**src/core/bus_release_pkg.sv**
```systemverilog
package bus_release_pkg;

	// Bus unit states, one-hot
	typedef enum logic [5:0] {
		ST_IDLE = 6'h01,
		ST_ACTIVE = 6'h02,
		ST_RELEASED = 6'h04,
		ST_BACKOFF = 6'h08,
		ST_DRAIN = 6'h10,
		ST_HALT_CYCLE = 6'h20
	} bus_state_type;

	// Cycle type codes presented on the cycle type output
	localparam logic [1:0] CYC_NONE = 2'h0;
	localparam logic [1:0] CYC_NORMAL = 2'h1;
	localparam logic [1:0] CYC_HALT_ACK = 2'h2;

	// Synchroniser depth for the asynchronous halt request
	localparam int SYNC_STAGES = 2;

	// Reset values
	localparam logic RST_LOW = 1'h0;
	localparam logic RST_HIGH = 1'h1;

endpackage

```
**src/core/halt_req_sync.sv**
```systemverilog
`timescale 1ns/1ps
`default_nettype none

// Two-flop synchroniser for the active-low halt request
module halt_req_sync
(
	// Clock and reset
	input wire logic clk_i,
	input wire logic arst_n_i,
	// Asynchronous level in, synchronous level out
	input wire logic async_n_i,
	output logic sync_n_o
);

	logic meta_n;
	logic stable_n;

	// Idle high so no request is seen during reset; first flop feeds only the second
	always_ff @(posedge clk_i or negedge arst_n_i)
	begin
		if (!arst_n_i)
		begin
			meta_n <= bus_release_pkg::RST_HIGH;
			stable_n <= bus_release_pkg::RST_HIGH;
		end
		else
		begin
			meta_n <= async_n_i;
			stable_n <= meta_n;
		end
	end

	assign sync_n_o = stable_n;

endmodule

`default_nettype wire

```
**src/core/bus_release_and_clock_stop.sv**
```systemverilog
// Behaviour
// On a halt request, stop issuing work at the next instruction boundary unless an interrupt wins.
// After halting, drain pipelines and write buffers, then run the halt-ack cycle.
// Halt request input is active low.
// Halt request is asynchronous and is synchronised before use.
// Requester holds the halt request until the halt-ack cycle is issued.
// Requester may drop the halt request any time after the halt-ack cycle.
// Internal bus need output is high whenever the core wants the bus.
// Internal bus need is active high and always driven.
// On hold request, float the bus pins.
// Grant hold only after the current cycle, burst or locked sequence ends.
// Stay released while hold request stays high.
// Hold request input is active high.
// Surrender ack rises in the same cycle the bus floats.
// Surrender ack falls when the bus is taken back.
// Surrender ack is active high and stays driven while floated.
// Forced release floats the bus in the next cycle without waiting.
// Forced release floats the same pins as hold but gives no ack.
// Forced release wins over a ready arriving in the same cycle.
// Stay off the bus until forced release is removed.
// A cycle cut by forced release restarts from its start afterwards.
// Forced release input is active low.
// The halt-ack cycle has its own type and ends on ready.
`timescale 1ns/1ps
`default_nettype none

module bus_release_and_clock_stop
(
	// Clock and reset
	input wire logic clk_i,
	input wire logic arst_n_i,
	// Core side
	input wire logic core_req_i,
	input wire logic core_burst_i,
	input wire logic core_lock_i,
	input wire logic instr_boundary_i,
	input wire logic irq_pending_i,
	input wire logic drain_empty_i,
	output logic core_halted_o,
	output logic cycle_done_o,
	// Arbitration and readiness pins
	input wire logic clock_halt_request_n_i,
	input wire logic hold_request_i,
	input wire logic forced_bus_release_n_i,
	input wire logic cycle_ready_n_i,
	input wire logic burst_ready_n_i,
	// Bus side outputs
	output logic internal_bus_need_o,
	output logic bus_surrender_ack_o,
	output logic bus_drive_oe_n_o,
	output logic cycle_start_o,
	output logic [1:0] cycle_type_o
);

	bus_release_pkg::bus_state_type state;
	bus_release_pkg::bus_state_type next_state;
	logic halt_req_n;
	logic halt_pend;
	logic next_halt_pend;
	logic backoff_restart;
	logic next_backoff_restart;
	logic core_halted;
	logic next_core_halted;
	logic internal_bus_need;
	logic bus_surrender_ack;
	logic bus_drive_oe_n;
	logic cycle_start;
	logic cycle_done;
	logic [1:0] cycle_type;
	logic [1:0] next_cycle_type;

	halt_req_sync u_sync
	(
		.clk_i(clk_i),
		.arst_n_i(arst_n_i),
		.async_n_i(clock_halt_request_n_i),
		.sync_n_o(halt_req_n)
	);

	// Decoded pin levels
	wire halt_req = !halt_req_n;
	wire backoff = !forced_bus_release_n_i;
	wire hold_req = hold_request_i;
	wire ready_seen = !cycle_ready_n_i || !burst_ready_n_i;
	// Burst and locked sequences keep the bus past a single ready
	wire seq_done = ready_seen && !core_burst_i && !core_lock_i;
	wire in_active = state == bus_release_pkg::ST_ACTIVE;
	wire in_halt_cycle = state == bus_release_pkg::ST_HALT_CYCLE;
	// A halt is taken only at a boundary and only if no interrupt outranks it
	wire halt_take = halt_pend && instr_boundary_i && !irq_pending_i;
	wire want_bus = core_req_i || halt_pend || backoff_restart || in_active || in_halt_cycle;

	// Latch the halt request so later withdrawal is harmless
	always_comb
	begin
		next_halt_pend = halt_pend;
		if (halt_req && !core_halted)
			next_halt_pend = 1'h1;
		if (in_halt_cycle && ready_seen && !backoff)
			next_halt_pend = 1'h0;
	end

	// Bus state sequencing; forced release overrides every other exit
	always_comb
	begin
		next_state = state;
		next_backoff_restart = backoff_restart;
		next_core_halted = core_halted;
		next_cycle_type = cycle_type;
		if (core_halted && !halt_req)
			next_core_halted = 1'h0;
		case (state)
			bus_release_pkg::ST_IDLE:
			begin
				next_cycle_type = bus_release_pkg::CYC_NONE;
				if (backoff)
					next_state = bus_release_pkg::ST_BACKOFF;
				else if (hold_req)
					next_state = bus_release_pkg::ST_RELEASED;
				else if (halt_take)
					next_state = bus_release_pkg::ST_DRAIN;
				else if ((core_req_i && !core_halted) || backoff_restart)
				begin
					next_state = bus_release_pkg::ST_ACTIVE;
					next_cycle_type = bus_release_pkg::CYC_NORMAL;
					next_backoff_restart = 1'h0;
				end
			end
			bus_release_pkg::ST_ACTIVE:
			begin
				if (backoff)
				begin
					next_state = bus_release_pkg::ST_BACKOFF;
					next_backoff_restart = 1'h1;
				end
				else if (seq_done)
				begin
					next_state = bus_release_pkg::ST_IDLE;
					next_cycle_type = bus_release_pkg::CYC_NONE;
				end
			end
			bus_release_pkg::ST_RELEASED:
			begin
				if (backoff)
					next_state = bus_release_pkg::ST_BACKOFF;
				else if (!hold_req)
					next_state = bus_release_pkg::ST_IDLE;
			end
			bus_release_pkg::ST_BACKOFF:
			begin
				if (!backoff)
					next_state = bus_release_pkg::ST_IDLE;
			end
			bus_release_pkg::ST_DRAIN:
			begin
				if (backoff)
					next_state = bus_release_pkg::ST_BACKOFF;
				else if (drain_empty_i)
				begin
					next_state = bus_release_pkg::ST_HALT_CYCLE;
					next_cycle_type = bus_release_pkg::CYC_HALT_ACK;
				end
			end
			bus_release_pkg::ST_HALT_CYCLE:
			begin
				if (backoff)
				begin
					next_state = bus_release_pkg::ST_BACKOFF;
					next_cycle_type = bus_release_pkg::CYC_NONE;
				end
				else if (ready_seen)
				begin
					next_state = bus_release_pkg::ST_IDLE;
					next_cycle_type = bus_release_pkg::CYC_NONE;
					next_core_halted = 1'h1;
				end
			end
			default:
			begin
				next_state = bus_release_pkg::ST_IDLE;
				next_cycle_type = bus_release_pkg::CYC_NONE;
			end
		endcase
	end

	// Float, ack and start decode from the next state, so registered outputs line up with it; done decodes from the current state
	wire next_floated = next_state == bus_release_pkg::ST_RELEASED || next_state == bus_release_pkg::ST_BACKOFF;
	wire next_ack = next_state == bus_release_pkg::ST_RELEASED;
	wire next_start = (next_state == bus_release_pkg::ST_ACTIVE || next_state == bus_release_pkg::ST_HALT_CYCLE)
		&& next_state != state;
	wire next_done = (in_active && seq_done && !backoff) || (in_halt_cycle && ready_seen && !backoff);

	// State and bookkeeping registers
	always_ff @(posedge clk_i or negedge arst_n_i)
	begin
		if (!arst_n_i)
		begin
			state <= bus_release_pkg::ST_IDLE;
			halt_pend <= bus_release_pkg::RST_LOW;
			backoff_restart <= bus_release_pkg::RST_LOW;
			core_halted <= bus_release_pkg::RST_LOW;
			cycle_type <= bus_release_pkg::CYC_NONE;
		end
		else
		begin
			state <= next_state;
			halt_pend <= next_halt_pend;
			backoff_restart <= next_backoff_restart;
			core_halted <= next_core_halted;
			cycle_type <= next_cycle_type;
		end
	end

	// Registered pin outputs; need is driven in every state, never floated
	always_ff @(posedge clk_i or negedge arst_n_i)
	begin
		if (!arst_n_i)
		begin
			internal_bus_need <= bus_release_pkg::RST_LOW;
			bus_surrender_ack <= bus_release_pkg::RST_LOW;
			bus_drive_oe_n <= bus_release_pkg::RST_LOW;
			cycle_start <= bus_release_pkg::RST_LOW;
			cycle_done <= bus_release_pkg::RST_LOW;
		end
		else
		begin
			internal_bus_need <= want_bus;
			bus_surrender_ack <= next_ack;
			bus_drive_oe_n <= next_floated;
			cycle_start <= next_start;
			cycle_done <= next_done;
		end
	end

	assign internal_bus_need_o = internal_bus_need;
	assign bus_surrender_ack_o = bus_surrender_ack;
	assign bus_drive_oe_n_o = bus_drive_oe_n;
	assign cycle_start_o = cycle_start;
	assign cycle_done_o = cycle_done;
	assign cycle_type_o = cycle_type;
	assign core_halted_o = core_halted;

	// Checks
	property p_backoff_float;
		@(posedge clk_i) disable iff (!arst_n_i)
		backoff |=> bus_drive_oe_n && !bus_surrender_ack;
	endproperty
	a_backoff_float: assert property (p_backoff_float) else $error("forced release did not float bus");

	property p_ack_with_float;
		@(posedge clk_i) disable iff (!arst_n_i)
		bus_surrender_ack |-> bus_drive_oe_n;
	endproperty
	a_ack_with_float: assert property (p_ack_with_float) else $error("ack without floated bus");

	property p_hold_stays;
		@(posedge clk_i) disable iff (!arst_n_i)
		bus_surrender_ack && hold_req && !backoff |=> bus_surrender_ack;
	endproperty
	a_hold_stays: assert property (p_hold_stays) else $error("released early during hold");

	property p_ack_drop;
		@(posedge clk_i) disable iff (!arst_n_i)
		bus_surrender_ack && !hold_req |=> !bus_surrender_ack;
	endproperty
	a_ack_drop: assert property (p_ack_drop) else $error("ack not dropped after hold removed");

	property p_no_grant_midcycle;
		@(posedge clk_i) disable iff (!arst_n_i)
		in_active && !seq_done && !backoff |=> !bus_surrender_ack;
	endproperty
	a_no_grant_midcycle: assert property (p_no_grant_midcycle) else $error("hold granted mid cycle");

	property p_backoff_wins;
		@(posedge clk_i) disable iff (!arst_n_i)
		backoff && ready_seen |=> !cycle_done;
	endproperty
	a_backoff_wins: assert property (p_backoff_wins) else $error("ready taken under forced release");

	property p_restart;
		@(posedge clk_i) disable iff (!arst_n_i)
		state == bus_release_pkg::ST_BACKOFF && backoff_restart && !backoff ##1 !backoff && !hold_req && !halt_take
			|=> cycle_start;
	endproperty
	a_restart: assert property (p_restart) else $error("cut cycle not restarted");

	property p_halt_after_drain;
		@(posedge clk_i) disable iff (!arst_n_i)
		$rose(cycle_type == bus_release_pkg::CYC_HALT_ACK) |-> $past(drain_empty_i);
	endproperty
	a_halt_after_drain: assert property (p_halt_after_drain) else $error("halt cycle before drain");

	property p_need_driven;
		@(posedge clk_i) disable iff (!arst_n_i)
		in_active |=> internal_bus_need;
	endproperty
	a_need_driven: assert property (p_need_driven) else $error("bus need low while cycle active");

	c_hold: cover property (@(posedge clk_i) disable iff (!arst_n_i) $rose(bus_surrender_ack));
	c_backoff_restart: cover property (@(posedge clk_i) disable iff (!arst_n_i) in_active && backoff);
	c_halt_cycle: cover property (@(posedge clk_i) disable iff (!arst_n_i) in_halt_cycle && ready_seen);

endmodule

`default_nettype wire

```
**config.mk**
```make
export PLATFORM = sky130hd
export DESIGN_NAME = bus_release_and_clock_stop
export DESIGN_NICKNAME = d
export VERILOG_FILES = /design/src/core/bus_release_pkg.sv /design/src/core/halt_req_sync.sv /design/src/core/bus_release_and_clock_stop.sv
export SDC_FILE = /design/constraint.sdc
export NUM_CORES = 1
export LEC_CHECK = 0
export ABC_AREA = 1
export BUFFER_PORTS_ARGS = -buffer_cell sky130_fd_sc_hd__buf_2
export CAP_MARGIN = 20
export CORE_ASPECT_RATIO = 0.9
export CORE_MARGIN = 10
export CORE_UTILIZATION = 40
export DETAILED_ROUTE_END_ITERATION = 7
export SETUP_SLACK_MARGIN = 0.1
export SLEW_MARGIN = 20
export SYNTH_ARGS = -nofsm -noshare
export SYNTH_HDL_FRONTEND = slang
export SYNTH_SLANG_ARGS = --single-unit
```
**constraint.sdc**
```tcl
create_clock -name clk_i -period 1.9 [get_ports clk_i]
set_input_delay 0.19 -clock clk_i [delete_from_list [all_inputs] [get_ports clk_i]]
set_output_delay 0.19 -clock clk_i [all_outputs]
set_load 0.02 [all_outputs]
```
# --- Word-level counts from Yosys, hierarchy flattened ---
# Index checks and enable logic that the tools add are counted.
totals:
  regBits: 18
  input_bits: 13
  output_inout_bits: 8
  word_cells: 104
op_classes:
  n_eq_ne: 21
  muxes: 37
  bitwise: 1
  n_reduce_logical: 33
ops:
  columns: ["op", "count"]
  rows:
  - ["$mux W6", 13]
  - ["$pmux W6 S6", 1]
  - ["$ne A2 B2 Y1 const B", 9]
  - ["$mux W1", 15]
  - ["$eq A6 B2 Y1 const B", 2]
  - ["$eq A6 B3 Y1 const B", 2]
  - ["$eq A6 B4 Y1 const B", 2]
  - ["$eq A6 B6 Y1 const B", 2]
  - ["$logic_and A1 B1 Y1", 12]
  - ["$mux W2", 6]
  - ["$reduce_and A6 Y1", 2]
  - ["$pmux W2 S5", 1]
  - ["$logic_or A1 B1 Y1", 9]
  - ["$logic_not A1 Y1", 7]
  - ["$eq A6 B1 Y1 const B", 1]
  - ["$eq A6 B5 Y1 const B", 1]
  - ["$ne A6 B6 Y1", 1]
  - ["$reduce_bool A2 Y1", 2]
  - ["$ne A3 B3 Y1 const B", 1]
  - ["$pmux W1 S2", 1]
  - ["$reduce_or A2 Y1", 1]
  - ["$not A1 Y1", 1]

# --- Depth between registers and ports, before layout ---
depth:
  ltp_word: 11
  mapped_depth: 12
  mapped_depth_nobuf: 12

# --- By module ---
# A second synthesis with hierarchy kept.
unflattened:
  cells_unflattened: 143
  hier_area_um2: 1036.0
by_module_without_submodules:
  columns: ["mod", "n_inst", "cells_per_inst", "area_per_inst_um2", "seq_area_each_um2"]
  rows:
  - ["bus_release_and_clock_stop", 1, 141, 983.4, 401.6]
  - ["halt_req_sync", 1, 2, 52.6, 52.6]

# --- Least setup slack after synthesis ---
# Ideal clock, no wire load.
synth_path:
  path_type: "register to register"
  from: "reg state[2]"
  to: "reg cycle_start, in the netlist cycle_start_o"
  setup_ns: 0.117
  arrival_time_ns: 1.308
  required_time_ns: 1.783
  slack_ns: 0.475
  stages_incl_launch_ff: 13
  path_buffers: 0
  period_less_slack_ns: 1.425
  cell_sequence: "dfrtp_1 -> nor2_4 -> nand2_2 -> inv_2 -> nand2_4 -> nor2_4 -> nand2_1 -> nand2_1 -> nand2_1 -> inv_1 -> nand3_1 -> nor2_1 -> nor2_1"
synth_between:
  elab_chain_cells: 8
  word_cells_on_any_way: 25
  classes_between: "9 x eq/ne; 14 x mux; 2 x reduce/logical"
synth_rtl:
  columns: ["element", "line", "source"]
  rows:
  - ["start: declaration", "bus_release_and_clock_stop.sv:55", "bus_release_pkg::bus_state_type state;"]
  - ["start signal: assignment", "bus_release_and_clock_stop.sv:198", "state <= bus_release_pkg::ST_IDLE;"]
  - ["start signal: assignment", "bus_release_and_clock_stop.sv:206", "state <= next_state;"]
  - ["$mux W6", "bus_release_and_clock_stop.sv:122", "else if ((core_req_i && !core_halted) || backoff_restart)"]
  - ["$mux W6", "bus_release_and_clock_stop.sv:120", "else if (halt_take)"]
  - ["$mux W6", "bus_release_and_clock_stop.sv:118", "else if (hold_req)"]
  - ["$mux W6", "bus_release_and_clock_stop.sv:116", "if (backoff)"]
  - ["$pmux W6 S6", "bus_release_and_clock_stop.sv:112", "case (state)"]
  - ["$eq A6 B2 Y1 or $eq A6 B6 Y1 (tied branches)", "bus_release_and_clock_stop.sv:189", "wire next_start = (next_state == bus_release_pkg::ST_ACTIVE || next_state == bus_release_pkg::ST_HALT_CYCLE)"]
  - ["$logic_or A1 B1 Y1", "bus_release_and_clock_stop.sv:189", null]
  - ["$logic_and A1 B1 Y1 *", "bus_release_and_clock_stop.sv:190", "&& next_state != state;"]
  - ["net next_start", "bus_release_and_clock_stop.sv:189", null]
  - ["end signal: assignment", "bus_release_and_clock_stop.sv:222", "cycle_start <= bus_release_pkg::RST_LOW;"]
  - ["end signal: assignment", "bus_release_and_clock_stop.sv:230", "cycle_start <= next_start;"]
  - ["end: declaration", "bus_release_and_clock_stop.sv:67", "logic cycle_start;"]
# Mark *: on every way through the listed nets, which the timed path passes. The rest lies on a longest branch.
# A chain may end at the register's enable or synchronous reset.

# --- Worst setup path in the final report ---
layout_path:
  from: "reg state[5]"
  to: "reg cycle_start, in the netlist cycle_start_o"
# The elaborated chain is that of the path after synthesis.

==> metrics.csv <==
metric;value;unit
min Tclk post-route;1.68;ns
FF-to-FF End;cycle_start_o;
worst skew pair latency;0.30;ns
clock sinks;18;
filler instances;272;
drt pass-1 iters;4;
Final TNS setup;0;ns
Core ar.;2700;sq um
crit path launch type;register;
Rows;18;
Port-buffer cells;20;
io pins;21;
post-synthesis sequential area ratio;41.0;%
pwr dens;1030;nW/um^2
Worst VDD drop;0.000584;V
maxcap violations;0;
worst hold path class;in -> reg;
cells after synthesis;151;
Post-Synth Adder-Cell Area;0;%
GRT Overall Usage;11.2;%
TritonCTS clock tree;yes;
Hold Startpoint;core_req_i;
WL per Instance;13.9;microns
CTS resizes;0;
pin count of the biggest net entering global routing;19;
Post-Syn Area;1110;sq um
fmax;0.594;GHz
clk_skew;0.0107;ns
Post-DP HPWL;2.28;mm
RSZ-0062 raised after global routing;false;
routability cong.;0.882;
CP Capture Type;register;
Worst Path Arrival;1.89;ns
DIE WIDTH;75.5;microns
CP Data Required Time;2.11;ns
r2r startpoint;state[5];
CP top delay family;simple AND/OR/NAND/NOR gates;
commonest non-fill, non-tap cell in the layout;nand2_1;
vias per cell;5.18;
simple-gate area share of the yosys netlist;46.7;%
CP max stage delay;0.48;ns
Setup WS post-layout;0.216;ns
Clock H-tree levels;1;
Hold Fails Final Rpt;0;
Post-CTS Hold Buffers;2;
post-synthesis register bit count;18;
# placed instances;200;
Final Setup Violations;0;
Max Buffers Root-to-Sink;2;
via count;1067;
largest family of logic cells by synthesized area;simple AND/OR/NAND/NOR gates;
most frequent cells in the layout;42 x nand2_1, 25 x nor2_1, 20 x buf_2;
Leak;0.712;nW
first-pass GRT wire length;4.78;mm
Finished Core Util;48.0;%
Antenna Cells;0;
slew margin rel.;72.5;%
Routed WL;2.86;mm
Starting Density;41.0;%
synthesized area per cell;7.33;sq um
Synth Area in Compound Gates;6.44;%
Final ANT Viol Nets;0;
Remaining DRCs;0;
vias in the first global route;1025;
final max-slew violation count;0;
Finished Layout Cells;206;
critical path peak fanout;9;
WHS Path Cells;3;
R2R setup slack;0.22;ns
Final nets;190;
proportion of layout cells with a drive suffix above 1;28.4;%
worst hold path endpoint;internal_bus_need_o;
syn_nets;164;
CP cell instances;nor2_4 -> nand2_4 -> nor2_4 -> nand3_1 -> nand2_1 -> nand2_1 -> inv_1 -> nand3_1 -> nor2_1 -> nor2_1;
Least-Margin Pin Slew;0.413;ns
crit path buf inv count;1;
status;finished, final reports clean;
number of synthesis warnings;0;
Crit Path Category;reg -> reg;
worst reg-to-reg path cell count;10;
initial antenna violation count;0;
clk slew on worst S/H paths;0.11;ns
die height;69.9;microns
post-layout power;0.00134;W
CTS Buf Count;3;
Synth cell types;21;
xor/xnor share of the synthesized area;0;%
CTS root buf;clkbuf_4;
gr ovfl total;0;
die area;5280;sq um
Iteration-0 DRC Markers;73;
final period utilization;88.6;%
mux contribution to synthesized area;0;%
CP max stage cell;dfrtp_1;
Post-CTS Setup Bufs;0;
Syn-to-layout area delta;17.1;%
post-place setup slack;0.164;ns
[kinds of logic after synthesis]
kind of cell	Yosys count
flip-flops	18
AND/OR/NAND/NOR	104
buffers and inverters	17
AO/OA/AOI/OAI	12
[worst min-delay path, delay by kind of cell]
kind                   cells  cell delay (ns)
AND/OR/NAND/NOR            2             0.12
buffers and inverters      1             0.09
[per-layer routing]
metal	routed length [microns]	track usage, %	vias up
met2	1300	17.1	56
met4	0	1.24	0
met5	0	0	-
met1	1270	15.2	481
li1	-	-	530
met3	294	3.95	0
[synth_stat cells (all sizes together)]
| library cell | n | area, sq um |
|---|---|---|
| nand4 | 4 | 25.0 |
| nor3 | 1 | 5.00 |
| nand3 | 16 | 95.1 |
| o21a | 2 | 15.0 |
| o2111ai | 1 | 8.76 |
| buf | 1 | 5.00 |
| a21oi | 2 | 10.0 |
| dfrtp | 15 | 375 |
| nor2 | 33 | 169 |
| nand2 | 50 | 223 |
| dfstp | 3 | 78.8 |
| clkinv | 1 | 3.75 |
| o21ai | 6 | 30.0 |
| o31ai | 1 | 7.51 |
| inv | 15 | 56.3 |
[stage by stage]
stage | instance area, sq um | hold slack [ns]
5_1_grt | 1300 | 0.159
6_report | 1300 | 0.142
3_5_place_dp | 1240 | 0.151
2_1_floorplan | 1110 | -0.106
3_3_place_gp | 1240 | 0.143
4_1_cts | 1300 | 0.136
[power by group]
| group | switching [W] | internal, W | total [W] |
|---|---|---|---|
| registers | 0.0000534 | 0.000452 | 0.000505 |
| clock network | 0.000123 | 0.000117 | 0.000240 |
| logic | 0.000395 | 0.000197 | 0.000592 |
| total | 0.000572 | 0.000766 | 0.00134 |
[how the worst max path moves through the flow]
stage	start	end	slack, ns	cells past startpoint
after floorplan	state[2]	cycle_start_o	0.48	12
after global placement	forced_bus_release_n_i	cycle_start_o	0.17	10
after detailed placement	forced_bus_release_n_i	cycle_start_o	0.16	10
after CTS	state[5]	cycle_start_o	0.24	10
after global routing	state[5]	cycle_start_o	0.12	11
final	state[5]	cycle_start_o	0.22	10
[cell type report]
type                            count  area [sq um]  share of cell area (%)
Tap cell                           30          37.5                    2.90
Multi-Input combinational cell    116           588                    45.4
Timing Repair Buffer               22           120                    9.27
Clock buffer                        4          36.3                    2.80
Sequential cell                    18           454                    35.0
Inverter                           16          60.1                    4.63
[state kept, by name (all words and copies together) (netlist names)]
signal / flops
backoff_restart: 1
bus_drive_oe_n_o: 1
bus_surrender_ack_o: 1
core_halted_o: 1
cycle_done_o: 1
cycle_start_o: 1
cycle_type_o: 2
halt_pend: 1
internal_bus_need_o: 1
state: 6
u_sync.meta_n: 1
u_sync.sync_n_o: 1
No activity file was read; power rests on OpenSTA's default activity.
